[config.mk]
export PLATFORM = sky130hd
export DESIGN_NAME = i2cm_top
export DESIGN_NICKNAME = d
export VERILOG_FILES = /design/src/core/i2cm_top.v /design/src/core/i2cm_sync.v /design/src/core/i2cm_tick.v
export VERILOG_INCLUDE_DIRS = /design/src /design/src/core
export SDC_FILE = /design/constraint.sdc
export NUM_CORES = 1
export LEC_CHECK = 0
export BUFFER_PORTS_ARGS = -buffer_cell sky130_fd_sc_hd__buf_2
export CORE_ASPECT_RATIO = 0.6
export CORE_MARGIN = 2
export CORE_UTILIZATION = 45
export DETAILED_ROUTE_END_ITERATION = 6
export SYNTH_ARGS = -nofsm -noshare
export SYNTH_HDL_FRONTEND = slang
export SYNTH_HIERARCHICAL = 1
export SYNTH_SLANG_ARGS = --single-unit
[constraint.sdc]
create_clock -name aclk -period 7.9 [get_ports aclk]
set_input_delay 1.975 -clock aclk [delete_from_list [all_inputs] [get_ports aclk]]
set_output_delay 1.975 -clock aclk [all_outputs]
set_load 0.005 [all_outputs]
[src/core/i2cm_map.vh]
`ifndef I2CM_MAP_VH
`define I2CM_MAP_VH

// Register byte offsets
`define I2CM_ADDR_STATUS 8'h00
`define I2CM_ADDR_FLAG 8'h04
`define I2CM_ADDR_MASK 8'h08
`define I2CM_ADDR_FSEL 8'h0C
`define I2CM_ADDR_FCFG 8'h10
`define I2CM_ADDR_FHIT 8'h14

// Master status and command bits
`define I2CM_ST_BUSY 0
`define I2CM_ST_START 4
`define I2CM_ST_STOP 5
`define I2CM_ST_DROP 6

// Interrupt source bits
`define I2CM_IRQ_RX_DATA 0
`define I2CM_IRQ_RX_ACK 1
`define I2CM_IRQ_TX_DATA 2
`define I2CM_IRQ_TX_ACK 3
`define I2CM_IRQ_START 4
`define I2CM_IRQ_RESTART 5
`define I2CM_IRQ_END 6
`define I2CM_IRQ_DROP 7
`define I2CM_IRQ_CLKGEN 16
`define I2CM_IRQ_FILTER 17
`define I2CM_IRQ_VALID 32'h0003_00FF

// Filter entry fields
`define I2CM_FCFG_ADDR_HI 9
`define I2CM_FCFG_WIDE 14
`define I2CM_FCFG_EN 15
`define I2CM_FCFG_VALID 16'hC3FF

// Reset values
`define I2CM_RST_MASK 32'h0000_0000
`define I2CM_RST_FLAG 32'h0000_0000

// AXI responses
`define I2CM_RESP_OKAY 2'b00
`define I2CM_RESP_SLVERR 2'b10

// Timing: quarter of an SCL period
`define I2CM_CLK_MHZ 100
`define I2CM_QTR_NS 2500
`define I2CM_QTR_CYC ((`I2CM_QTR_NS * `I2CM_CLK_MHZ) / 1000)

`endif

[src/core/i2cm_top.v]
`timescale 1ns/10ps
`include "i2cm_map.vh"

// Function
// - Flag bits 0..7: rx data, rx ack, tx data, tx ack, start, restart, end, drop
// - Clock generator busy at flag bit 16, filter hit at bit 17
// - Each source has its own enable bit gating the interrupt request
// - Enable writes replace every enable bit in the byte lanes written, so clearing one bit means rewriting the others
// - Writing ones to the flag register clears those pending flags
// - Filter entries selected by index, enabled through their configuration word
// - Busy bit readable while the master performs a bus operation
// - Readable master status word shows current command state
// - Drop request moves master to drop state, abandoning bus activity
// - Start request moves master to start state, making a start condition
// - Restart during a transfer makes a repeated start without a stop
// - Pending start bit falls when the start sequence begins; software waits on it
// - Stop request during a transfer moves master to stop state, making a stop condition; in idle it retires with no stop
// - Pending stop bit falls when the stop sequence begins; software waits on it
// - Status: busy bit 0, start pending 4, stop pending 5, drop pending 6
// - Filter word: address bits 9..0, wide mode bit 14, enable bit 15
module i2cm_top #(
   parameter FILTERS = 4,
   parameter QTR_CYCLES = `I2CM_QTR_CYC
) (
   // System
   input wire aclk,
   input wire aresetn,
   // AXI4-Lite write address
   input wire [7:0] awaddr,
   input wire [2:0] awprot,
   input wire awvalid,
   output reg awready,
   // AXI4-Lite write data
   input wire [31:0] wdata,
   input wire [3:0] wstrb,
   input wire wvalid,
   output reg wready,
   // AXI4-Lite write response
   output reg [1:0] bresp,
   output reg bvalid,
   input wire bready,
   // AXI4-Lite read address
   input wire [7:0] araddr,
   input wire [2:0] arprot,
   input wire arvalid,
   output reg arready,
   // AXI4-Lite read data
   output reg [31:0] rdata,
   output reg [1:0] rresp,
   output reg rvalid,
   input wire rready,
   // I2C clock line, open drain
   input wire scl_i,
   output reg scl_o,
   output reg scl_oe,
   // I2C data line, open drain
   input wire sda_i,
   output reg sda_o,
   output reg sda_oe,
   // Interrupt request
   output reg irq
);

   localparam [5:0] ST_IDLE = 6'b000001;
   localparam [5:0] ST_START = 6'b000010;
   localparam [5:0] ST_ACTIVE = 6'b000100;
   localparam [5:0] ST_RESTART = 6'b001000;
   localparam [5:0] ST_STOP = 6'b010000;
   localparam [5:0] ST_DROP = 6'b100000;

   reg [5:0] st;
   reg [5:0] next_st;
   reg [1:0] phase;
   reg [1:0] next_phase;
   reg next_scl_oe;
   reg next_sda_oe;
   reg take_start;
   reg take_stop;
   reg take_drop;
   reg start_pend;
   reg stop_pend;
   reg drop_pend;
   reg [31:0] flag;
   reg [31:0] mask;
   reg [31:0] evt;
   reg [15:0] fcfg [0:FILTERS-1];
   reg [7:0] fsel;
   reg [FILTERS-1:0] fhit;
   reg frw;
   reg [FILTERS-1:0] next_fhit;
   reg [7:0] aw_addr;
   reg aw_held;
   reg [31:0] w_data;
   reg [3:0] w_strb;
   reg w_held;
   reg [31:0] rd_mux;
   reg rd_ok;
   reg [31:0] wmask;
   reg [31:0] wval;
   reg busy_p;
   reg scl_p;
   reg sda_p;
   reg bus_act;
   reg [3:0] bit_cnt;
   reg [7:0] shift;
   reg first_byte;
   wire [1:0] line;
   wire scl_s;
   wire sda_s;
   wire tick;
   wire wr_go;
   wire busy;
   wire start_cond;
   wire stop_cond;
   wire scl_rise;
   wire [7:0] byte_now;
   integer i, j, k;

   ////////////////////////////////////////////////////////////////////////
   // Bus line sampling and condition detection

   i2cm_sync #(
      .WIDTH(2)
   ) u_sync (
      .aclk(aclk),
      .aresetn(aresetn),
      .din({scl_i, sda_i}),
      .dout(line)
   );

   assign scl_s = line[1];
   assign sda_s = line[0];
   assign start_cond = scl_s & scl_p & sda_p & ~sda_s;
   assign stop_cond = scl_s & scl_p & ~sda_p & sda_s;
   assign scl_rise = scl_s & ~scl_p;
   assign byte_now = {shift[6:0], sda_s};
   assign busy = ~st[0];

   // Byte tracker on the observed bus: eight data bits then one ack bit
   always @(posedge aclk) begin
      if (!aresetn) begin
         scl_p <= 1'b1;
         sda_p <= 1'b1;
         bus_act <= 1'b0;
         bit_cnt <= 4'h0;
         shift <= 8'h00;
         first_byte <= 1'b0;
      end else begin
         scl_p <= scl_s;
         sda_p <= sda_s;
         if (start_cond) begin
            bus_act <= 1'b1;
            bit_cnt <= 4'h0;
            first_byte <= 1'b1;
         end else if (stop_cond) begin
            bus_act <= 1'b0;
         end else if (scl_rise && bus_act) begin
            if (bit_cnt == 4'h8) begin
               bit_cnt <= 4'h0;
               first_byte <= 1'b0;
            end else begin
               bit_cnt <= bit_cnt + 4'h1;
               shift <= byte_now;
            end
         end
      end
   end

   // First byte after a start compared with every enabled filter entry
   always @* begin
      next_fhit = {FILTERS{1'b0}};
      for (j = 0; j < FILTERS; j = j + 1) begin
         if (fcfg[j][`I2CM_FCFG_EN]) begin
            if (fcfg[j][`I2CM_FCFG_WIDE])
               next_fhit[j] = (byte_now[7:1] == {5'b11110, fcfg[j][9:8]});
            else
               next_fhit[j] = (byte_now[7:1] == fcfg[j][6:0]);
         end
      end
   end

   ////////////////////////////////////////////////////////////////////////
   // Master command sequencer

   i2cm_tick #(
      .DIV(QTR_CYCLES)
   ) u_tick (
      .aclk(aclk),
      .aresetn(aresetn),
      .enable(busy),
      .tick(tick)
   );

   // Next state; drop overrides everything and needs no tick to begin
   always @* begin
      next_st = st;
      next_phase = phase;
      take_start = 1'b0;
      take_stop = 1'b0;
      take_drop = 1'b0;
      case (st)
         ST_IDLE: begin
            if (drop_pend) begin
               next_st = ST_DROP;
               take_drop = 1'b1;
            end else if (start_pend) begin
               next_st = ST_START;
               take_start = 1'b1;
            end else if (stop_pend) begin
               take_stop = 1'b1; // Nothing to stop; request retires
            end
            next_phase = 2'd0;
         end
         ST_ACTIVE: begin
            next_phase = 2'd0;
            if (drop_pend) begin
               next_st = ST_DROP;
               take_drop = 1'b1;
            end else if (start_pend) begin
               next_st = ST_RESTART;
               take_start = 1'b1;
            end else if (stop_pend) begin
               next_st = ST_STOP;
               take_stop = 1'b1;
            end
         end
         ST_START, ST_RESTART, ST_STOP, ST_DROP: begin
            if (drop_pend && !st[5]) begin
               next_st = ST_DROP;
               next_phase = 2'd0;
               take_drop = 1'b1;
            end else if (tick) begin
               next_phase = phase + 2'd1;
               if (st[1] && phase == 2'd1)
                  next_st = ST_ACTIVE;
               else if (st[3] && phase == 2'd3)
                  next_st = ST_ACTIVE;
               else if (st[4] && phase == 2'd2)
                  next_st = ST_IDLE;
               else if (st[5])
                  next_st = ST_IDLE;
            end
         end
         default: begin
            next_st = ST_IDLE;
            next_phase = 2'd0;
         end
      endcase
   end

   // Line drive per state and quarter; an enable of one pulls the line low
   always @* begin
      next_scl_oe = 1'b0;
      next_sda_oe = 1'b0;
      case (next_st)
         ST_START: begin
            next_sda_oe = 1'b1;
            next_scl_oe = (next_phase == 2'd1);
         end
         ST_ACTIVE: next_scl_oe = 1'b1;
         ST_RESTART: begin
            next_scl_oe = next_phase[0] ^ ~next_phase[1];
            next_sda_oe = next_phase[1];
         end
         ST_STOP: begin
            next_sda_oe = (next_phase != 2'd2);
            next_scl_oe = (next_phase == 2'd0);
         end
         default: begin
            next_scl_oe = 1'b0;
            next_sda_oe = 1'b0;
         end
      endcase
   end

   // Sequencer registers; the pins only ever drive low
   always @(posedge aclk) begin
      if (!aresetn) begin
         st <= ST_IDLE;
         phase <= 2'd0;
         scl_oe <= 1'b0;
         sda_oe <= 1'b0;
         scl_o <= 1'b0;
         sda_o <= 1'b0;
         busy_p <= 1'b0;
      end else begin
         st <= next_st;
         phase <= next_phase;
         scl_oe <= next_scl_oe;
         sda_oe <= next_sda_oe;
         busy_p <= busy;
      end
   end

   ////////////////////////////////////////////////////////////////////////
   // Interrupt sources, flags and request

   // Master drives bytes it sends and samples the ack; otherwise the reverse
   always @* begin
      evt = 32'h0000_0000;
      evt[`I2CM_IRQ_RX_DATA] = scl_rise & bus_act & bit_cnt == 4'h7 & ~st[2];
      evt[`I2CM_IRQ_TX_DATA] = scl_rise & bus_act & bit_cnt == 4'h7 & st[2];
      evt[`I2CM_IRQ_RX_ACK] = scl_rise & bus_act & bit_cnt == 4'h8 & st[2];
      evt[`I2CM_IRQ_TX_ACK] = scl_rise & bus_act & bit_cnt == 4'h8 & ~st[2];
      evt[`I2CM_IRQ_START] = start_cond & ~bus_act;
      evt[`I2CM_IRQ_RESTART] = start_cond & bus_act;
      evt[`I2CM_IRQ_END] = stop_cond;
      evt[`I2CM_IRQ_DROP] = take_drop;
      evt[`I2CM_IRQ_CLKGEN] = busy & ~busy_p;
      evt[`I2CM_IRQ_FILTER] = scl_rise & bus_act & first_byte & bit_cnt == 4'h7
         & (|next_fhit);
   end

   ////////////////////////////////////////////////////////////////////////
   // AXI4-Lite slave

   assign wr_go = aw_held & w_held & ~bvalid;

   // Byte lanes expanded into a bit mask
   always @* begin
      wmask = {{8{w_strb[3]}}, {8{w_strb[2]}}, {8{w_strb[1]}}, {8{w_strb[0]}}};
      wval = w_data & wmask;
   end

   // Address and data are taken independently, each into its own holder
   always @(posedge aclk) begin
      if (!aresetn) begin
         awready <= 1'b0;
         wready <= 1'b0;
         aw_held <= 1'b0;
         w_held <= 1'b0;
         aw_addr <= 8'h00;
         w_data <= 32'h0000_0000;
         w_strb <= 4'h0;
         bvalid <= 1'b0;
         bresp <= `I2CM_RESP_OKAY;
      end else begin
         awready <= awvalid & ~awready & ~aw_held;
         wready <= wvalid & ~wready & ~w_held;
         if (awvalid && awready) begin
            aw_held <= 1'b1;
            aw_addr <= awaddr;
         end
         if (wvalid && wready) begin
            w_held <= 1'b1;
            w_data <= wdata;
            w_strb <= wstrb;
         end
         if (wr_go) begin
            aw_held <= 1'b0;
            w_held <= 1'b0;
            bvalid <= 1'b1;
            case (aw_addr)
               `I2CM_ADDR_STATUS, `I2CM_ADDR_FLAG, `I2CM_ADDR_MASK,
               `I2CM_ADDR_FSEL, `I2CM_ADDR_FCFG, `I2CM_ADDR_FHIT:
                  bresp <= `I2CM_RESP_OKAY;
               default: bresp <= `I2CM_RESP_SLVERR;
            endcase
         end else if (bvalid && bready) begin
            bvalid <= 1'b0;
         end
      end
   end

   // Register writes; hardware sets win over software clears
   always @(posedge aclk) begin
      if (!aresetn) begin
         flag <= `I2CM_RST_FLAG;
         mask <= `I2CM_RST_MASK;
         start_pend <= 1'b0;
         stop_pend <= 1'b0;
         drop_pend <= 1'b0;
         fsel <= 8'h00;
         fhit <= {FILTERS{1'b0}};
         frw <= 1'b0;
         irq <= 1'b0;
         for (i = 0; i < FILTERS; i = i + 1)
            fcfg[i] <= 16'h0000;
      end else begin
         if (wr_go && aw_addr == `I2CM_ADDR_FLAG)
            flag <= ((flag & ~wval) | evt) & `I2CM_IRQ_VALID;
         else
            flag <= (flag | evt) & `I2CM_IRQ_VALID;
         if (wr_go && aw_addr == `I2CM_ADDR_MASK)
            mask <= ((mask & ~wmask) | wval) & `I2CM_IRQ_VALID;
         start_pend <= (start_pend & ~take_start)
            | (wr_go && aw_addr == `I2CM_ADDR_STATUS && wval[`I2CM_ST_START]);
         stop_pend <= (stop_pend & ~take_stop)
            | (wr_go && aw_addr == `I2CM_ADDR_STATUS && wval[`I2CM_ST_STOP]);
         drop_pend <= (drop_pend & ~take_drop)
            | (wr_go && aw_addr == `I2CM_ADDR_STATUS && wval[`I2CM_ST_DROP]);
         if (wr_go && aw_addr == `I2CM_ADDR_FSEL && w_strb[0])
            fsel <= w_data[7:0];
         if (wr_go && aw_addr == `I2CM_ADDR_FCFG) begin
            for (i = 0; i < FILTERS; i = i + 1)
               if (fsel == i[7:0])
                  fcfg[i] <= ((fcfg[i] & ~wmask[15:0]) | wval[15:0])
                     & `I2CM_FCFG_VALID;
         end
         if (evt[`I2CM_IRQ_FILTER]) begin
            fhit <= next_fhit;
            frw <= sda_s; // Direction bit of the matched address byte
         end
         irq <= |(flag & mask);
      end
   end

   // Read mux
   always @* begin
      rd_mux = 32'h0000_0000;
      rd_ok = 1'b1;
      case (araddr)
         `I2CM_ADDR_STATUS: begin
            rd_mux[`I2CM_ST_BUSY] = busy;
            rd_mux[`I2CM_ST_START] = start_pend;
            rd_mux[`I2CM_ST_STOP] = stop_pend;
            rd_mux[`I2CM_ST_DROP] = drop_pend;
         end
         `I2CM_ADDR_FLAG: rd_mux = flag;
         `I2CM_ADDR_MASK: rd_mux = mask;
         `I2CM_ADDR_FSEL: rd_mux[7:0] = fsel;
         `I2CM_ADDR_FCFG: begin
            for (k = 0; k < FILTERS; k = k + 1)
               if (fsel == k[7:0])
                  rd_mux[15:0] = fcfg[k];
         end
         `I2CM_ADDR_FHIT: rd_mux = {frw, {(31 - FILTERS){1'b0}}, fhit};
         default: rd_ok = 1'b0;
      endcase
   end

   // Read channel: one read at a time, answered the cycle after acceptance
   always @(posedge aclk) begin
      if (!aresetn) begin
         arready <= 1'b0;
         rvalid <= 1'b0;
         rdata <= 32'h0000_0000;
         rresp <= `I2CM_RESP_OKAY;
      end else begin
         arready <= arvalid & ~arready & ~rvalid;
         if (arvalid && arready) begin
            rvalid <= 1'b1;
            rdata <= rd_mux;
            rresp <= rd_ok ? `I2CM_RESP_OKAY : `I2CM_RESP_SLVERR;
         end else if (rvalid && rready) begin
            rvalid <= 1'b0;
         end
      end
   end

endmodule

[src/core/i2cm_sync.v]
`timescale 1ns/10ps

module i2cm_sync #(
   parameter WIDTH = 2
) (
   // Clock and reset
   input wire aclk,
   input wire aresetn,
   // Asynchronous levels in, synchronised levels out
   input wire [WIDTH-1:0] din,
   output reg [WIDTH-1:0] dout
);

   reg [WIDTH-1:0] meta;

   // Two stages; the first one feeds only the second
   always @(posedge aclk) begin
      if (!aresetn) begin
         meta <= {WIDTH{1'b1}};
         dout <= {WIDTH{1'b1}};
      end else begin
         meta <= din;
         dout <= meta;
      end
   end

endmodule

[src/core/i2cm_tick.v]
`timescale 1ns/10ps

module i2cm_tick #(
   parameter DIV = 250
) (
   // Clock and reset
   input wire aclk,
   input wire aresetn,
   // Count while high, restart from zero while low
   input wire enable,
   // One-cycle pulse every DIV cycles
   output reg tick
);

   reg [15:0] cnt;

   // Restarting on idle keeps the first quarter of every sequence begun from idle full length
   always @(posedge aclk) begin
      if (!aresetn || !enable) begin
         cnt <= 16'h0000;
         tick <= 1'b0;
      end else if (cnt == DIV[15:0] - 16'h0001) begin
         cnt <= 16'h0000;
         tick <= 1'b1;
      end else begin
         cnt <= cnt + 16'h0001;
         tick <= 1'b0;
      end
   end

endmodule

==> impl_metrics.env <==
export IMPL_floorplan_rows=40
export IMPL_cts_tree="built"
export IMPL_ctsHoldBuffers=0
export IMPL_use_met1_pct=39.7
export IMPL_insertion_delay_ns=0.44
export IMPL_fin_crit_ns=3.64
export IMPL_startpoint_type="primary input"
export IMPL_cts_sinks=181
export IMPL_worstSetupPathType="in2reg"
export IMPL_drtIter0Drc=818
export IMPL_pin_count=113
export IMPL_viasPerCell=5.60
export IMPL_ys_seq_elements=181
export IMPL_clkTransAtPathRegs_ns=0.07
export IMPL_wl_per_cell_um=18.8
export IMPL_power_mw=1.98
export IMPL_cp_common_cell="buf_4"
export IMPL_startpoint="aresetn"
export IMPL_dieArea_sq_mm=0.0212
export IMPL_peakVddDrop_uv=148
export IMPL_drive_above_1_share_pct=13.5
export IMPL_synthFlopType="dfxtp_1"
export IMPL_ant_nets=0
export IMPL_post_cts_repair_setup_buffers=0
export IMPL_dr_total_vias=7371
export IMPL_hold_viol=0
export IMPL_overflow=0
export IMPL_worstPathCellList="buf_2, buf_4, inv_2, buf_4, nor3_1, o21bai_1"
export IMPL_antenna_found_initial=0
export IMPL_fp_dieH_um=114
export IMPL_crit_path_end_kind="flop"
export IMPL_fin_skew_ns=0.00783
export IMPL_slew_headroom_pct=19.9
export IMPL_crit_arrival_ns=3.92
export IMPL_synth_seq_area_share_pct=45.6
export IMPL_crit_cells=6
export IMPL_grt_max_degree=70
export IMPL_grt_pass1_vias=6689
export IMPL_track_usage_pct=24.0
export IMPL_grt_use_met3_pct=5.63
export IMPL_routed_wl_um=24800
export IMPL_r2r_start="fcfg[0][10]"
export IMPL_min_from="u_sync/meta[0]"
export IMPL_yosysTopAreaCellShare_pct=29.6
export IMPL_start_util_pct=45.5
export IMPL_grt_pass1_wl_um=39000
export IMPL_syn_area_per_cell_sq_um=9.00
export IMPL_fin_crit_sh_pct=46.0
export IMPL_synth_largest_area_cell="dfxtp_1"
export IMPL_synth_area_sq_mm=0.00901
export IMPL_max_freq_mhz=275
export IMPL_cts_max_path_buffers=2
export IMPL_die_w_um=187
export IMPL_post_cts_resized=0
export IMPL_power_density_mw_per_mm2=197
export IMPL_gp_congestion=0.866
export IMPL_worstMarginPinSlew_ns=1.19
export IMPL_core_area_sq_mm=0.0198
export IMPL_finalSetupViolCount=0
export IMPL_critPathRequiredTime_ns=8.19
export IMPL_critPathBufInv=4
export IMPL_htreeDepth=4
export IMPL_ys_warn_count=6
export IMPL_root_buffer="clkbuf_16"
export IMPL_rsz0062_at_grt="no"
export IMPL_dr_pass1_iters=5
export IMPL_endpoint="fhit[0]"
export IMPL_antennaDiodeCount=0
export IMPL_worstReg2RegEnd="fhit[3]"
export IMPL_drv_cap=0
export IMPL_slowest_stage="buf_4"
export IMPL_synth_distinct_cells=71
export IMPL_tns_ns=0
export IMPL_met2_usage_pct=30.1
export IMPL_synthCells=1001
export IMPL_crit_family="buffers and inverters"
export IMPL_hpwl_um=17600
export IMPL_finalMaxSlewViolations=0
export IMPL_reg2reg_slack_ns=4.74
export IMPL_yosysMostFrequentCell="dfxtp_1"
export IMPL_p_leak_nw=3.59
export IMPL_drc=0
export IMPL_ys_async_sr_fraction_pct=0
export IMPL_r2r_cells=6
export IMPL_synth_commonest_cells="dfxtp_1, nand2_1, a21oi_1"
export IMPL_synthToLayoutAreaGrowth_pct=11.5
export IMPL_top_usage_layer="met1"
export IMPL_max_stage_delay_ns=0.69
export IMPL_synthTopCellsByArea="dfxtp_1, edfxtp_1, a21oi_1, nand2_1, mux2i_1"
export IMPL_crit_path_max_fanout=69
export IMPL_min_path_type="reg2reg"
export IMPL_cts_buffers_inserted=17
export IMPL_nets=1108
export IMPL_port_buffers=66
export IMPL_synth_edff_count=48
export IMPL_outcome="finished clean"
worst reg2reg max path: cells and delay by family, from the launching register on:
family / cells / cell delay [ns]
compound gates: 3 / 1.25
flops: 1 / 0.69
simple gates: 1 / 0.55
mux: 1 / 0.42
xor+xnor: 1 / 0.10
layout make-up:
type / count / area (sq um)
flip-flops and latches: 181 / 4100
well taps: 273 / 342
fillers: 1953 / 9770
inverters: 21 / 78.8
clock buffers: 26 / 546
repair buffers: 75 / 398
clock inverters: 6 / 86.3
multi-input cells: 735 / 4490
sequential cells by signal, indices dropped and copies added (netlist names), 7 cells and up, named ones only:
signal	cells
fsel	8
fcfg	48
flag	10
w_data	14
rdata	15
u_tick/cnt	16
shift	7
aw_addr	8
worst min path at each step:
stage                           endpoint  slack (ns)  depth (start not counted)
after global routing      u_sync/dout[0]        0.43                          1
final                     u_sync/dout[0]        0.41                          1
after global placement    u_sync/dout[0]        0.39                          1
after floorplan           u_sync/dout[0]        0.39                          1
after detailed placement  u_sync/dout[0]        0.39                          1
after CTS                 u_sync/dout[0]        0.41                          1
logic make-up (layout without fill, tap and decap cells):
logic type | Yosys count | count (layout) | synth area share (%)
AND/OR/NAND/NOR | 389 | 389 | 21.8
AO/OA/AOI/OAI | 235 | 235 | 16.2
flip-flops | 181 | 181 | 45.6
buffers and inverters | 105 | 128 | 5.53
multiplexers | 48 | 48 | 6.32
XOR/XNOR | 32 | 32 | 3.11
adder cells (fa/ha/maj) | 10 | 10 | 1.39
other | 1 | 21 | 0.0416
power by group:
group	switching (mW)	internal, mW
clock network	0.359	0.541
logic	0.0551	0.0327
registers	0.0211	0.967
placed cells by master (no fill, tap or decap), drive strengths merged, types with 5 or more instances in the layout:
master / netlist / routed
nand3: 23 / 23
mux4: 7 / 7
o2111ai: 5 / 5
or3: 8 / 8
edfxtp: 48 / 48
a31oi: 5 / 5
nand2: 126 / 126
nand3b: 5 / 5
buf: 30 / 75
o21ai: 41 / 41
or4: 10 / 10
conb: 1 / 21
nor4b: 5 / 5
nor2: 81 / 81
a21o: 6 / 6
nor4: 10 / 10
dfxtp: 133 / 133
nand2b: 62 / 62
clkbuf: 54 / 26
inv: 20 / 21
nand4: 8 / 8
xnor2: 22 / 22
a22o: 6 / 6
xor2: 10 / 10
a21oi: 116 / 116
nor2b: 11 / 11
ha: 10 / 10
and2: 5 / 5
a32oi: 10 / 10
mux2i: 40 / 40
nor3: 20 / 20
metal layers:
| layer | routed length, um | part of all wire [%] |
|---|---|---|
| met5 | 0 | 0 |
| met4 | 206 | 0.83 |
| met3 | 2480 | 10 |
| met2 | 8910 | 36 |
| met1 | 13200 | 53 |
stage by stage:
stage | worst slack [ns] | utilization, % | hold WS, ns | cell area (sq um) | instances
floorplan | 4.48 | - | 0.386 | 9080 | 1021
global placement | 3.87 | 47.5 | 0.390 | 9410 | 1285
detailed placement | 3.86 | 47.5 | 0.392 | 9410 | 1285
CTS | 4.32 | 50.7 | 0.405 | 10000 | 1317
global route | 4.16 | 50.7 | 0.432 | 10000 | 1317
finish | 4.26 | 50.7 | 0.405 | 10000 | 1317
Power figures use the tool's default switching activity.
